--- src/inc/gpp_cfg.svh ---
// Purpose: offsets, field positions and reset values of the port pin block
// Assumes: classic wishbone, 32-bit words, byte addresses
// Notes:   mode registers sit one word apiece from the mode base
`ifndef GPP_CFG_SVH
`define GPP_CFG_SVH
`define GPP_ADR_W          8
`define GPP_OFF_DATA       8'h00
`define GPP_OFF_SET        8'h04
`define GPP_OFF_CLR        8'h08
`define GPP_OFF_CTRL       8'h0c
`define GPP_OFF_QSEL       8'h10
`define GPP_OFF_MODE       8'h40
`define GPP_PID_LSB        0
`define GPP_PID_MSB        4
`define GPP_DIR_LSB        8
`define GPP_DIR_MSB        9
`define GPP_MODE_RST       16'h0000
`define GPP_DATA_RST       16'h0000
`define GPP_CTRL_RST       32'h0000_0001
`define GPP_QSEL_RST       32'h0000_0000
`define GPP_PID_GPIO       5'h00
`define GPP_PID_ADC        5'h01
`define GPP_PID_MAX        5'h16
`define GPP_DBG_CLK_PIN    4
`define GPP_DBG_DIO_PIN    5
`endif

--- src/inc/gpp_pkg.sv ---
// Purpose: types of the port pin block
// Assumes: nothing beyond the cfg header
// Notes:   direction codes follow the two-bit mode field
package gpp_pkg;
  typedef enum logic [1:0] {
    GPP_DIR_IN     = 2'h0,
    GPP_DIR_IN_PU  = 2'h1,
    GPP_DIR_IN_PD  = 2'h2,
    GPP_DIR_OUT    = 2'h3
  } gpp_dir_t;
  typedef logic [4:0] gpp_pid_t;
endpackage

--- src/core/gpp_port.sv ---
// Purpose: one gpio port with pin mode, data, set and clear registers
// Assumes: pins synchronous to clk after the two-stage capture below
// Notes:   PINS pins per port, port 0 index is this instance; debug on 4/5
//
// Chosen here: the Wishbone slave port and the placing of the registers.
`timescale 1ns/1ps
`include "gpp_cfg.svh"
module gpp_port
  import gpp_pkg::*;
#(
  parameter int PINS = 8,
  parameter int NPER = 23
) (
  input  wire logic              clk,
  input  wire logic              nrst,
  input  wire logic              wb_cyc_i,
  input  wire logic              wb_stb_i,
  input  wire logic              wb_we_i,
  input  wire logic [7:0]        wb_adr_i,
  input  wire logic [3:0]        wb_sel_i,
  input  wire logic [31:0]       wb_dat_i,
  output logic      [31:0]       wb_dat_o,
  output logic                   wb_ack_o,
  input  wire logic [PINS-1:0]   pin_in,
  output logic      [PINS-1:0]   pin_out,
  output logic      [PINS-1:0]   pin_oe,
  output logic      [PINS-1:0]   pin_pull_up,
  output logic      [PINS-1:0]   pin_pull_down,
  output logic      [PINS-1:0]   pin_analog,
  input  wire logic [NPER-1:0]   periph_out,
  input  wire logic [NPER-1:0]   periph_oe,
  output logic      [NPER-1:0]   periph_in,
  output logic      [NPER-1:0]   periph_in_valid,
  input  wire logic              dbg_clk_out,
  input  wire logic              dbg_dio_out,
  input  wire logic              dbg_dio_oe,
  output logic                   dbg_clk_in,
  output logic                   dbg_dio_in,
  output logic      [2:0]        quad_phase_a_inputs,
  output logic      [2:0]        quad_phase_b_inputs
);
  localparam int PAIRS = PINS / 2;
  localparam int QW    = (PAIRS > 1) ? $clog2(PAIRS) : 1;

  initial begin
    if (PINS < 6 || PINS > 16 || (PINS % 2) != 0)
      $error("gpp_port: PINS must be even, 6 to 16");
    if (NPER < 1 || NPER > 31)
      $error("gpp_port: NPER must be 1 to 31");
    // ids above the top function id are never decoded
    if (NPER > 32'(`GPP_PID_MAX) + 1)
      $error("gpp_port: NPER exceeds the function id range");
    // each decoder channel owns a four-bit pair select field
    if (QW > 4)
      $error("gpp_port: pair select wider than its field");
  end

  // reset release
  logic rst_s1;
  logic rst_n;
  always_ff @(posedge clk or negedge nrst) begin
    if (!nrst) begin
      rst_s1 <= 1'b0;
      rst_n  <= 1'b0;
    end else begin
      rst_s1 <= 1'b1;
      rst_n  <= rst_s1;
    end
  end

  // pin synchronizer
  logic [PINS-1:0] sync1_reg;
  logic [PINS-1:0] pin_s_reg;
  always_ff @(posedge clk or negedge rst_n) begin
    if (!rst_n) begin
      sync1_reg <= '0;
      pin_s_reg <= '0;
    end else begin
      sync1_reg <= pin_in;
      pin_s_reg <= sync1_reg;
    end
  end

  // register state
  logic [15:0]     mode_reg  [PINS];
  logic [15:0]     mode_next [PINS];
  logic [PINS-1:0] data_reg;
  logic [PINS-1:0] data_next;
  logic [31:0]     ctrl_reg;
  logic [31:0]     ctrl_next;
  logic [31:0]     qsel_reg;
  logic [31:0]     qsel_next;
  logic [31:0]     rdat_next;
  logic            ack_next;
  logic [31:0]     wmask;
  logic            req;
  logic            wr;

  // pin decode
  gpp_pid_t        peripheral_function_id     [PINS];
  gpp_dir_t        dir     [PINS];
  logic [PINS-1:0] analog;
  logic [PINS-1:0] pin_rd;
  logic [PINS-1:0] out_next;
  logic [PINS-1:0] oe_next;
  logic [PINS-1:0] pu_next;
  logic [PINS-1:0] pd_next;
  logic [NPER-1:0] pin_next;
  logic [NPER-1:0] pval_next;
  logic            dbg_en;
  logic [2:0][QW-1:0] qsel;
  logic            dbg_clk_next;
  logic            dbg_dio_next;
  logic [2:0]      qa_next;
  logic [2:0]      qb_next;

  // ack is blocked while high, so a held request is taken every other cycle

  assign req = wb_cyc_i && wb_stb_i && !wb_ack_o;
  assign wr  = req && wb_we_i;

  always_comb begin
    wmask = {{8{wb_sel_i[3]}}, {8{wb_sel_i[2]}}, {8{wb_sel_i[1]}}, {8{wb_sel_i[0]}}};
    data_next = data_reg;
    ctrl_next = ctrl_reg;
    qsel_next = qsel_reg;
    for (int i = 0; i < PINS; i++)
      mode_next[i] = mode_reg[i];
    ack_next  = req;
    rdat_next = 32'h0000_0000;
    if (wr) begin
      unique case (wb_adr_i)
        `GPP_OFF_DATA: data_next = (data_reg & ~wmask[PINS-1:0])
                                   | (wb_dat_i[PINS-1:0] & wmask[PINS-1:0]);
        `GPP_OFF_SET:  data_next = data_reg | (wb_dat_i[PINS-1:0] & wmask[PINS-1:0]);
        `GPP_OFF_CLR:  data_next = data_reg & ~(wb_dat_i[PINS-1:0] & wmask[PINS-1:0]);
        `GPP_OFF_CTRL: ctrl_next = (ctrl_reg & ~wmask) | (wb_dat_i & wmask);
        `GPP_OFF_QSEL: qsel_next = (qsel_reg & ~wmask) | (wb_dat_i & wmask);
        default: begin
          for (int i = 0; i < PINS; i++)
            if (wb_adr_i == 8'(`GPP_OFF_MODE + 4 * i))
              mode_next[i] = (mode_reg[i] & ~wmask[15:0]) | (wb_dat_i[15:0] & wmask[15:0]);
        end
      endcase
    end else if (req) begin
      unique case (wb_adr_i)
        `GPP_OFF_DATA: rdat_next = 32'(pin_rd);
        `GPP_OFF_CTRL: rdat_next = ctrl_reg;
        `GPP_OFF_QSEL: rdat_next = qsel_reg;
        default: begin
          for (int i = 0; i < PINS; i++)
            if (wb_adr_i == 8'(`GPP_OFF_MODE + 4 * i))
              rdat_next = {16'h0000, mode_reg[i]};
        end
      endcase
    end
  end

  always_ff @(posedge clk or negedge rst_n) begin
    if (!rst_n) begin
      data_reg <= '0;
      ctrl_reg <= `GPP_CTRL_RST;
      qsel_reg <= `GPP_QSEL_RST;
      wb_ack_o <= 1'b0;
      wb_dat_o <= 32'h0000_0000;
      for (int i = 0; i < PINS; i++)
        mode_reg[i] <= `GPP_MODE_RST;
    end else begin
      data_reg <= data_next;
      ctrl_reg <= ctrl_next;
      qsel_reg <= qsel_next;
      wb_ack_o <= ack_next;
      wb_dat_o <= rdat_next;
      for (int i = 0; i < PINS; i++)
        mode_reg[i] <= mode_next[i];
    end
  end

  assign dbg_en = ctrl_reg[0];
  for (genvar c = 0; c < 3; c++) begin : g_qs
    assign qsel[c] = qsel_reg[c*4 +: QW];
  end

  always_comb begin
    for (int i = 0; i < PINS; i++) begin
      peripheral_function_id[i]    = mode_reg[i][`GPP_PID_MSB:`GPP_PID_LSB];
      dir[i]    = gpp_dir_t'(mode_reg[i][`GPP_DIR_MSB:`GPP_DIR_LSB]);
      analog[i] = (i < 4) && (peripheral_function_id[i] == `GPP_PID_ADC);
      pin_rd[i] = analog[i] ? 1'b0 : pin_s_reg[i];
      oe_next[i]  = (dir[i] == GPP_DIR_OUT) && !analog[i];
      out_next[i] = 1'b0;
      if (peripheral_function_id[i] == `GPP_PID_GPIO)
        out_next[i] = data_reg[i];
      else if (peripheral_function_id[i] <= `GPP_PID_MAX && 32'(peripheral_function_id[i]) < NPER) begin
        out_next[i] = periph_out[peripheral_function_id[i]];
        oe_next[i]  = oe_next[i] || periph_oe[peripheral_function_id[i]];
      end
      pu_next[i] = (dir[i] == GPP_DIR_IN_PU) && !analog[i];
      pd_next[i] = (dir[i] == GPP_DIR_IN_PD) && !analog[i];
    end
    if (dbg_en) begin
      out_next[`GPP_DBG_CLK_PIN] = 1'b0;
      oe_next[`GPP_DBG_CLK_PIN]  = 1'b0;
      pu_next[`GPP_DBG_CLK_PIN]  = 1'b0;
      pd_next[`GPP_DBG_CLK_PIN]  = 1'b0;
      out_next[`GPP_DBG_DIO_PIN] = dbg_dio_out;
      oe_next[`GPP_DBG_DIO_PIN]  = dbg_dio_oe;
      pu_next[`GPP_DBG_DIO_PIN]  = !dbg_dio_oe;
      pd_next[`GPP_DBG_DIO_PIN]  = 1'b0;
    end
    // scan from the top so the lowest mapped pin is written last
    pin_next  = '0;
    pval_next = '0;
    for (int i = PINS - 1; i >= 0; i--) begin
      if (peripheral_function_id[i] != `GPP_PID_GPIO && 32'(peripheral_function_id[i]) < NPER && !analog[i]) begin
        pin_next[peripheral_function_id[i]]  = pin_s_reg[i];
        pval_next[peripheral_function_id[i]] = 1'b1;
      end
    end
  end

  // debug and decoder taps read the synchronized pins directly
  always_comb begin
    dbg_clk_next = dbg_en & pin_s_reg[`GPP_DBG_CLK_PIN];
    dbg_dio_next = dbg_en & pin_s_reg[`GPP_DBG_DIO_PIN];
    for (int c = 0; c < 3; c++) begin
      // a select past the last pair reads zero, never out of range
      qa_next[c] = 1'b0;
      qb_next[c] = 1'b0;
      if (32'(qsel[c]) < PAIRS) begin
        qa_next[c] = pin_s_reg[2 * 32'(qsel[c])];
        qb_next[c] = pin_s_reg[2 * 32'(qsel[c]) + 1];
      end
    end
  end

  always_ff @(posedge clk or negedge rst_n) begin
    if (!rst_n) begin
      pin_out             <= '0;
      pin_oe              <= '0;
      pin_pull_up         <= '0;
      pin_pull_down       <= '0;
      pin_analog          <= '0;
      periph_in           <= '0;
      periph_in_valid     <= '0;
      dbg_clk_in          <= 1'b0;
      dbg_dio_in          <= 1'b0;
      quad_phase_a_inputs <= '0;
      quad_phase_b_inputs <= '0;
    end else begin
      pin_out         <= out_next;
      pin_oe          <= oe_next;
      pin_pull_up     <= pu_next;
      pin_pull_down   <= pd_next;
      pin_analog      <= analog;
      periph_in       <= pin_next;
      periph_in_valid <= pval_next;
      dbg_clk_in          <= dbg_clk_next;
      dbg_dio_in          <= dbg_dio_next;
      quad_phase_a_inputs <= qa_next;
      quad_phase_b_inputs <= qb_next;
    end
  end
endmodule

--- config.mk ---
export PLATFORM = sky130hd
export DESIGN_NAME = gpp_port
export DESIGN_NICKNAME = d
export VERILOG_FILES = /design/src/inc/gpp_pkg.sv /design/src/core/gpp_port.sv
export VERILOG_INCLUDE_DIRS = /design/src /design/src/inc
export SDC_FILE = /design/constraint.sdc
export NUM_CORES = 1
export LEC_CHECK = 0
export BUFFER_PORTS_ARGS = -buffer_cell sky130_fd_sc_hd__buf_2
export CORE_ASPECT_RATIO = 1.1
export CORE_MARGIN = 1.5
export CORE_UTILIZATION = 37
export CTS_CLUSTER_SIZE = 14
export DETAILED_ROUTE_END_ITERATION = 16
export PLACE_DENSITY_LB_ADDON = 0.1
export SKIP_LAST_GASP = 1
export SLEW_MARGIN = 20
export SYNTH_ARGS = -nofsm -noshare
export SYNTH_HDL_FRONTEND = slang
export SYNTH_SLANG_ARGS = --single-unit
--- constraint.sdc ---
create_clock -name clk -period 29.3 [get_ports clk]
set_clock_uncertainty 0.1 [all_clocks]
set_input_delay 7.325 -clock clk [delete_from_list [all_inputs] [get_ports clk]]
set_output_delay 7.325 -clock clk [all_outputs]
set_load 0.03 [all_outputs]
* Word-level counts from Yosys, hierarchy flattened
Index checks and enable logic that the tools add are counted.
Word-level totals: register bits after elaboration 341, input port bits 106
Cells by class: add/subtract/negate cells 3, order comparisons 38, equal/unequal tests 40, mux-type cells 135, bitwise gates (word level) 42, reductions and logical operators 87
Operators by type and width (number):
- $mux 23 | 16
- $mux 32 | 9
- $bwmux 23 | 7
- $or 23x23->23 | 7
- $and 16x16->16 | 9
- $or 16x16->16 | 8
- $and 32x32->32 | 3
- $pmux 32 s3 | 1
- $bmux 1 s5 | 16
- $mux 1 | 66
- $eq 8x7->1 const B | 8
- $or 32x32->32 | 2
- $lt 5x6->1 const B | 8
- $logic_and 1x1->1 | 43
- $demux 1 s5 | 8
- $ge 5x1->1 const B | 8
- $le 5x5->1 const B | 8
- $logic_not 5->1 | 8
- $lt 5x5->1 const B | 8
- $reduce_bool 5->1 | 8
- $eq 2x2->1 const B | 16
- $not 32->32 | 1
- $and 8x8->8 | 3
- $pmux 8 s3 | 1
- 25 further kinds | 73

* Logic depth before layout (Yosys ltp)
depth after elaboration 20, depth in mapped cells 9

* Worst setup path before layout
OpenSTA, ideal clock, no wires.
path kind input-to-reg, start input wb_adr_i[2], end register wb_dat_o[10], library setup time 0.137 ns, arrival time 8.799 ns, data required time 29.063 ns, path slack 20.264 ns, stages on the path 9, buffers on the path 3, path through buf_2 buf_2 buf_2 mux2i_1 nor2_1 a21oi_1 nor2_1 a2111oi_0 nor3_1
On the way: word-level cells in the longest chain between the ends 12, elaborated cells between the ends (all ways) 22, classes of those cells eq/ne: 10; mux: 11; reduce/logical: 1
Ends and longest elaborated chain:
- start, declared | RTL line gpp_port.sv:19 | input wire logic [7:0] wb_adr_i,
- $eq 8x7->1 | RTL line gpp_port.sv:152 | if (wb_adr_i == 8'(`GPP_OFF_MODE + 4 * i))
- $mux 16 | RTL line gpp_port.sv:152
- $mux 32 (7 in series) | RTL line gpp_port.sv:152
- $pmux 32 s3 (*) | RTL line gpp_port.sv:146 | unique case (wb_adr_i)
- $mux 32 (*) | RTL line gpp_port.sv:145 | end else if (req) begin
- $mux 32 (*) | RTL line gpp_port.sv:131 | if (wr) begin
- via rdat_next[10] | RTL line gpp_port.sv:93 | logic [31:0] rdat_next;
- end signal, assigned | RTL line gpp_port.sv:173 | wb_dat_o <= rdat_next;
- end, declared | RTL line gpp_port.sv:22 | output logic [31:0] wb_dat_o,
Mark *: on every way through the listed nets, which the timed path passes. The rest lies on a longest branch. A chain may end at the register's enable or synchronous reset.

==> Implementation_results.wiki <==
{| class="wikitable"
! Metric !! Value
|-
| Post-CTS setup buffers || 0
|-
| TritonCTS clock tree || yes
|-
| Worst reg2reg path endpoint || periph_in[9]
|-
| Share of cells above drive strength 1 || 33.0%
|-
| Biggest area consumer among synthesized cells || sky130_fd_sc_hd__dfrtp_1
|-
| Post-route setup slack || 19.50 ns
|-
| Critical hold path startpoint || sync1_reg[0]
|-
| Worst slew margin relative to its limit || 14.9%
|-
| Post-synthesis sequential element count || 341
|-
| Synth cell types || 83
|-
| Iteration-0 DRC Markers || 1,809
|-
| Max capacitance violation total || 0
|-
| Max Fanout on Critical Path || 55
|-
| Count of clock tree sinks || 341
|-
| Critical path's slowest cell || sky130_fd_sc_hd__nor2_4
|-
| Avg Synthesized Cell Area || 10.5 um2
|-
| Clock-pin slew of the registers on the worst-case setup and hold paths || 0.06 ns
|-
| Area of the die || 56,400 um2
|-
| Cells after Synth || 1,934
|-
| Wirelength, routed || 95.5 mm
|-
| Detailed placement HPWL || 70.7 mm
|-
| Multi-input gate area || 11,100 um2
|-
| Number of buffers on the longest clock path || 3
|-
| Ys Warns || 0
|-
| Net count, final || 2,209
|-
| Slew at the pin closest to its max-slew limit || 1.27 ns
|-
| Number of failing setup endpoints in the final timing report || 0
|-
| Die outline height || 249 um
|-
| Synthesized cell area || 20,300 um2
|-
| Fraction of registers with async set or reset after synthesis || 100%
|-
| Final worst path period need || 9.80 ns
|-
| Count of flip-flops with a built-in enable after synthesis || 0
|-
| Power per standard cell area || 45.3 nW/um2
|-
| Remaining global-route overflow || 0
|-
| Number of I/O pins || 233
|-
| Average wire per cell in the routed design || 33.3 um
|-
| Path category of the worst min-delay check || reg2reg
|-
| Fin Hold WS || 0.246 ns
|-
| Largest voltage drop on the vdd net || 0.0370 mV
|-
| Predominant post-synthesis flop cell || sky130_fd_sc_hd__dfrtp_1
|-
| WS Path Type || in2reg
|-
| Crit-path max cell delay || 0.74 ns
|-
| Worst-case reg-to-reg path depth || 6
|-
| # fillers || 5,290
|-
| Largest net degree at the start of global routing || 153
|-
| Post-Place Cell Area || 22,200 um2
|-
| DP Worst Slack || 18.82 ns
|-
| Number of buffers added by the clock tree synthesis step || 39
|-
| Arrival @ worst endpoint || 10.18 ns
|-
| Synthesis-to-finish area growth || 15.6%
|-
| GRT Total Usage || 33.8%
|-
| Port Buffer Count || 227
|-
| DRC violations left || 0
|-
| Final-report max-slew violation count || 0
|-
| Largest cells by area after synthesis || sky130_fd_sc_hd__dfrtp_1, sky130_fd_sc_hd__mux2_2, sky130_fd_sc_hd__mux4_2, sky130_fd_sc_hd__nand2_1, sky130_fd_sc_hd__nor2_1
|-
| Number of global-route vias before repair || 18.0k
|-
| Crit path launch || wb_adr_i[2]
|-
| Hold buffer count at CTS || 0
|-
| Post-route setup TNS || 0 ns
|-
| Final antenna-violating net count || 0
|-
| DIE WIDTH || 226 um
|-
| PnR Total Power || 1.06 mW
|-
| Detailed Routing Iterations Pass 1 || 6
|-
| Max Freq || 102 MHz
|-
| Per-cell via count in the routed design || 6.31
|-
| Proportion of netlist area held by the largest area contributor || 41.9%
|-
| FF-to-FF setup slack || 26.16 ns
|-
| Ordered list of cells on the worst path || buf_2 -> buf_4 -> nand3_4 -> nor2_4 -> and2_1 -> nand2_4 -> mux2_2
|-
| Total area of sequential cells || 8540 um2
|-
| Std cell rows || 89
|-
| Post-cts gate resize count || 0
|-
| Core region area || 54,000 um2
|-
| Post-route cell area || 23,500 um2
|-
| Result of the run || completed
|-
| Antenna violations before repair || 3
|-
| Setup repair after global routing missed its margin || no
|-
| Final clock period utilization by the worst path || 33.5%
|-
| Routed via count || 18.1k
|-
| Final Hold Fails || 0
|-
| Critical Path Source Type || input pin
|-
| Clock latency on the worst-skew pair || 0.59 ns
|-
| Global-route wire length before repair || 135 mm
|-
| Fraction of the yosys area taken by sequential cells || 42.0%
|-
| RD Place Congestion || 1.03
|-
| Initial cell density of the core || 37.6%
|-
| Most frequent cell after synthesis || sky130_fd_sc_hd__dfrtp_1
|-
| Static power due to leakage || 10.5 nW
|-
| Critical Path RT || 29.68 ns
|-
| Top cell types by occurrence after synthesis || sky130_fd_sc_hd__dfrtp_1, sky130_fd_sc_hd__mux2_2, sky130_fd_sc_hd__nand2_1
|-
| Maximum level of the CTS H-tree || 2
|-
| Endpoint class of the critical path || flop
|-
| CTS Root Cell || sky130_fd_sc_hd__clkbuf_16
|}
-- worst min-delay path by stage --
stage	to	slack (ns)	cells past startpoint
floorplan	pin_s_reg[0]	0.23	0
global route	pin_s_reg[0]	0.25	0
detailed placement	rst_n	0.24	0
CTS	pin_s_reg[0]	0.25	0
global placement	pin_s_reg[2]	0.23	0
finish	pin_s_reg[0]	0.25	0
-- through the flow --
| stage | instances | utilization [%] |
|---|---|---|
| global route | 2862 | 43.5 |
| floorplan | 1939 | - |
| CTS | 2859 | 43.4 |
| finish | 2866 | 43.5 |
| detailed placement | 2790 | 41.1 |
| global placement | 2790 | 41.1 |
-- report_power, final --
part	switching [mW]	total, mW	internal (mW)
Combinational	0.0618	0.0898	0.0280
Clock	0.209	0.490	0.281
Sequential	0.00667	0.483	0.477
-- routing by layer --
metal  wire (um)  GRT usage (%)  vias up  part of all wire [%]
met1       35700           40.4     9275                    37
met2       46900           57.1      928                    49
li1            -              -     7618                     -
met5           0              0        -                     0
met3        6160           5.11      260                   6.5
met4        6610           20.2        0                   6.9
-- kinds of logic (layout without fill, tap and decap cells) --
logic type | Yosys count | in the layout | synth area share [%]
AND/OR/NAND/NOR | 651 | 651 | 16.4
AO/OA/AOI/OAI | 421 | 421 | 14.1
other | 2 | 14 | 0.0369
XOR/XNOR | 1 | 1 | 0.0431
multiplexers | 341 | 341 | 23.6
buffers and inverters | 177 | 369 | 3.79
flip-flops | 341 | 341 | 42.0
-- critical path: cells and delay by family --
kind / cells / cell delay (ns)
buffers and inverters: 2 / 0.70
muxes: 1 / 0.32
and+or+nand+nor: 4 / 1.78
-- layout make-up --
type                    count  area share [%]
inverters                  17           0.272
multi-input cells        1421            47.3
flip-flops and latches    341            36.4
diodes                      7          0.0746
clock inverters             8           0.426
clock buffers              61            5.06
well taps                 728            3.88
repair buffers            283            6.68
-- cell usage in the layout, fill, tap and decap left out, drive strengths merged, types with 44 or more instances in the layout --
cell and count:
nand2 178, a21oi 72, nor3 44, mux2i 52, clkbuf 61, mux2 198
o21ai 80, nor2 167, buf 283, nand3 56, dfrtp 340, mux4 91
Power figures use the tool's default switching activity.
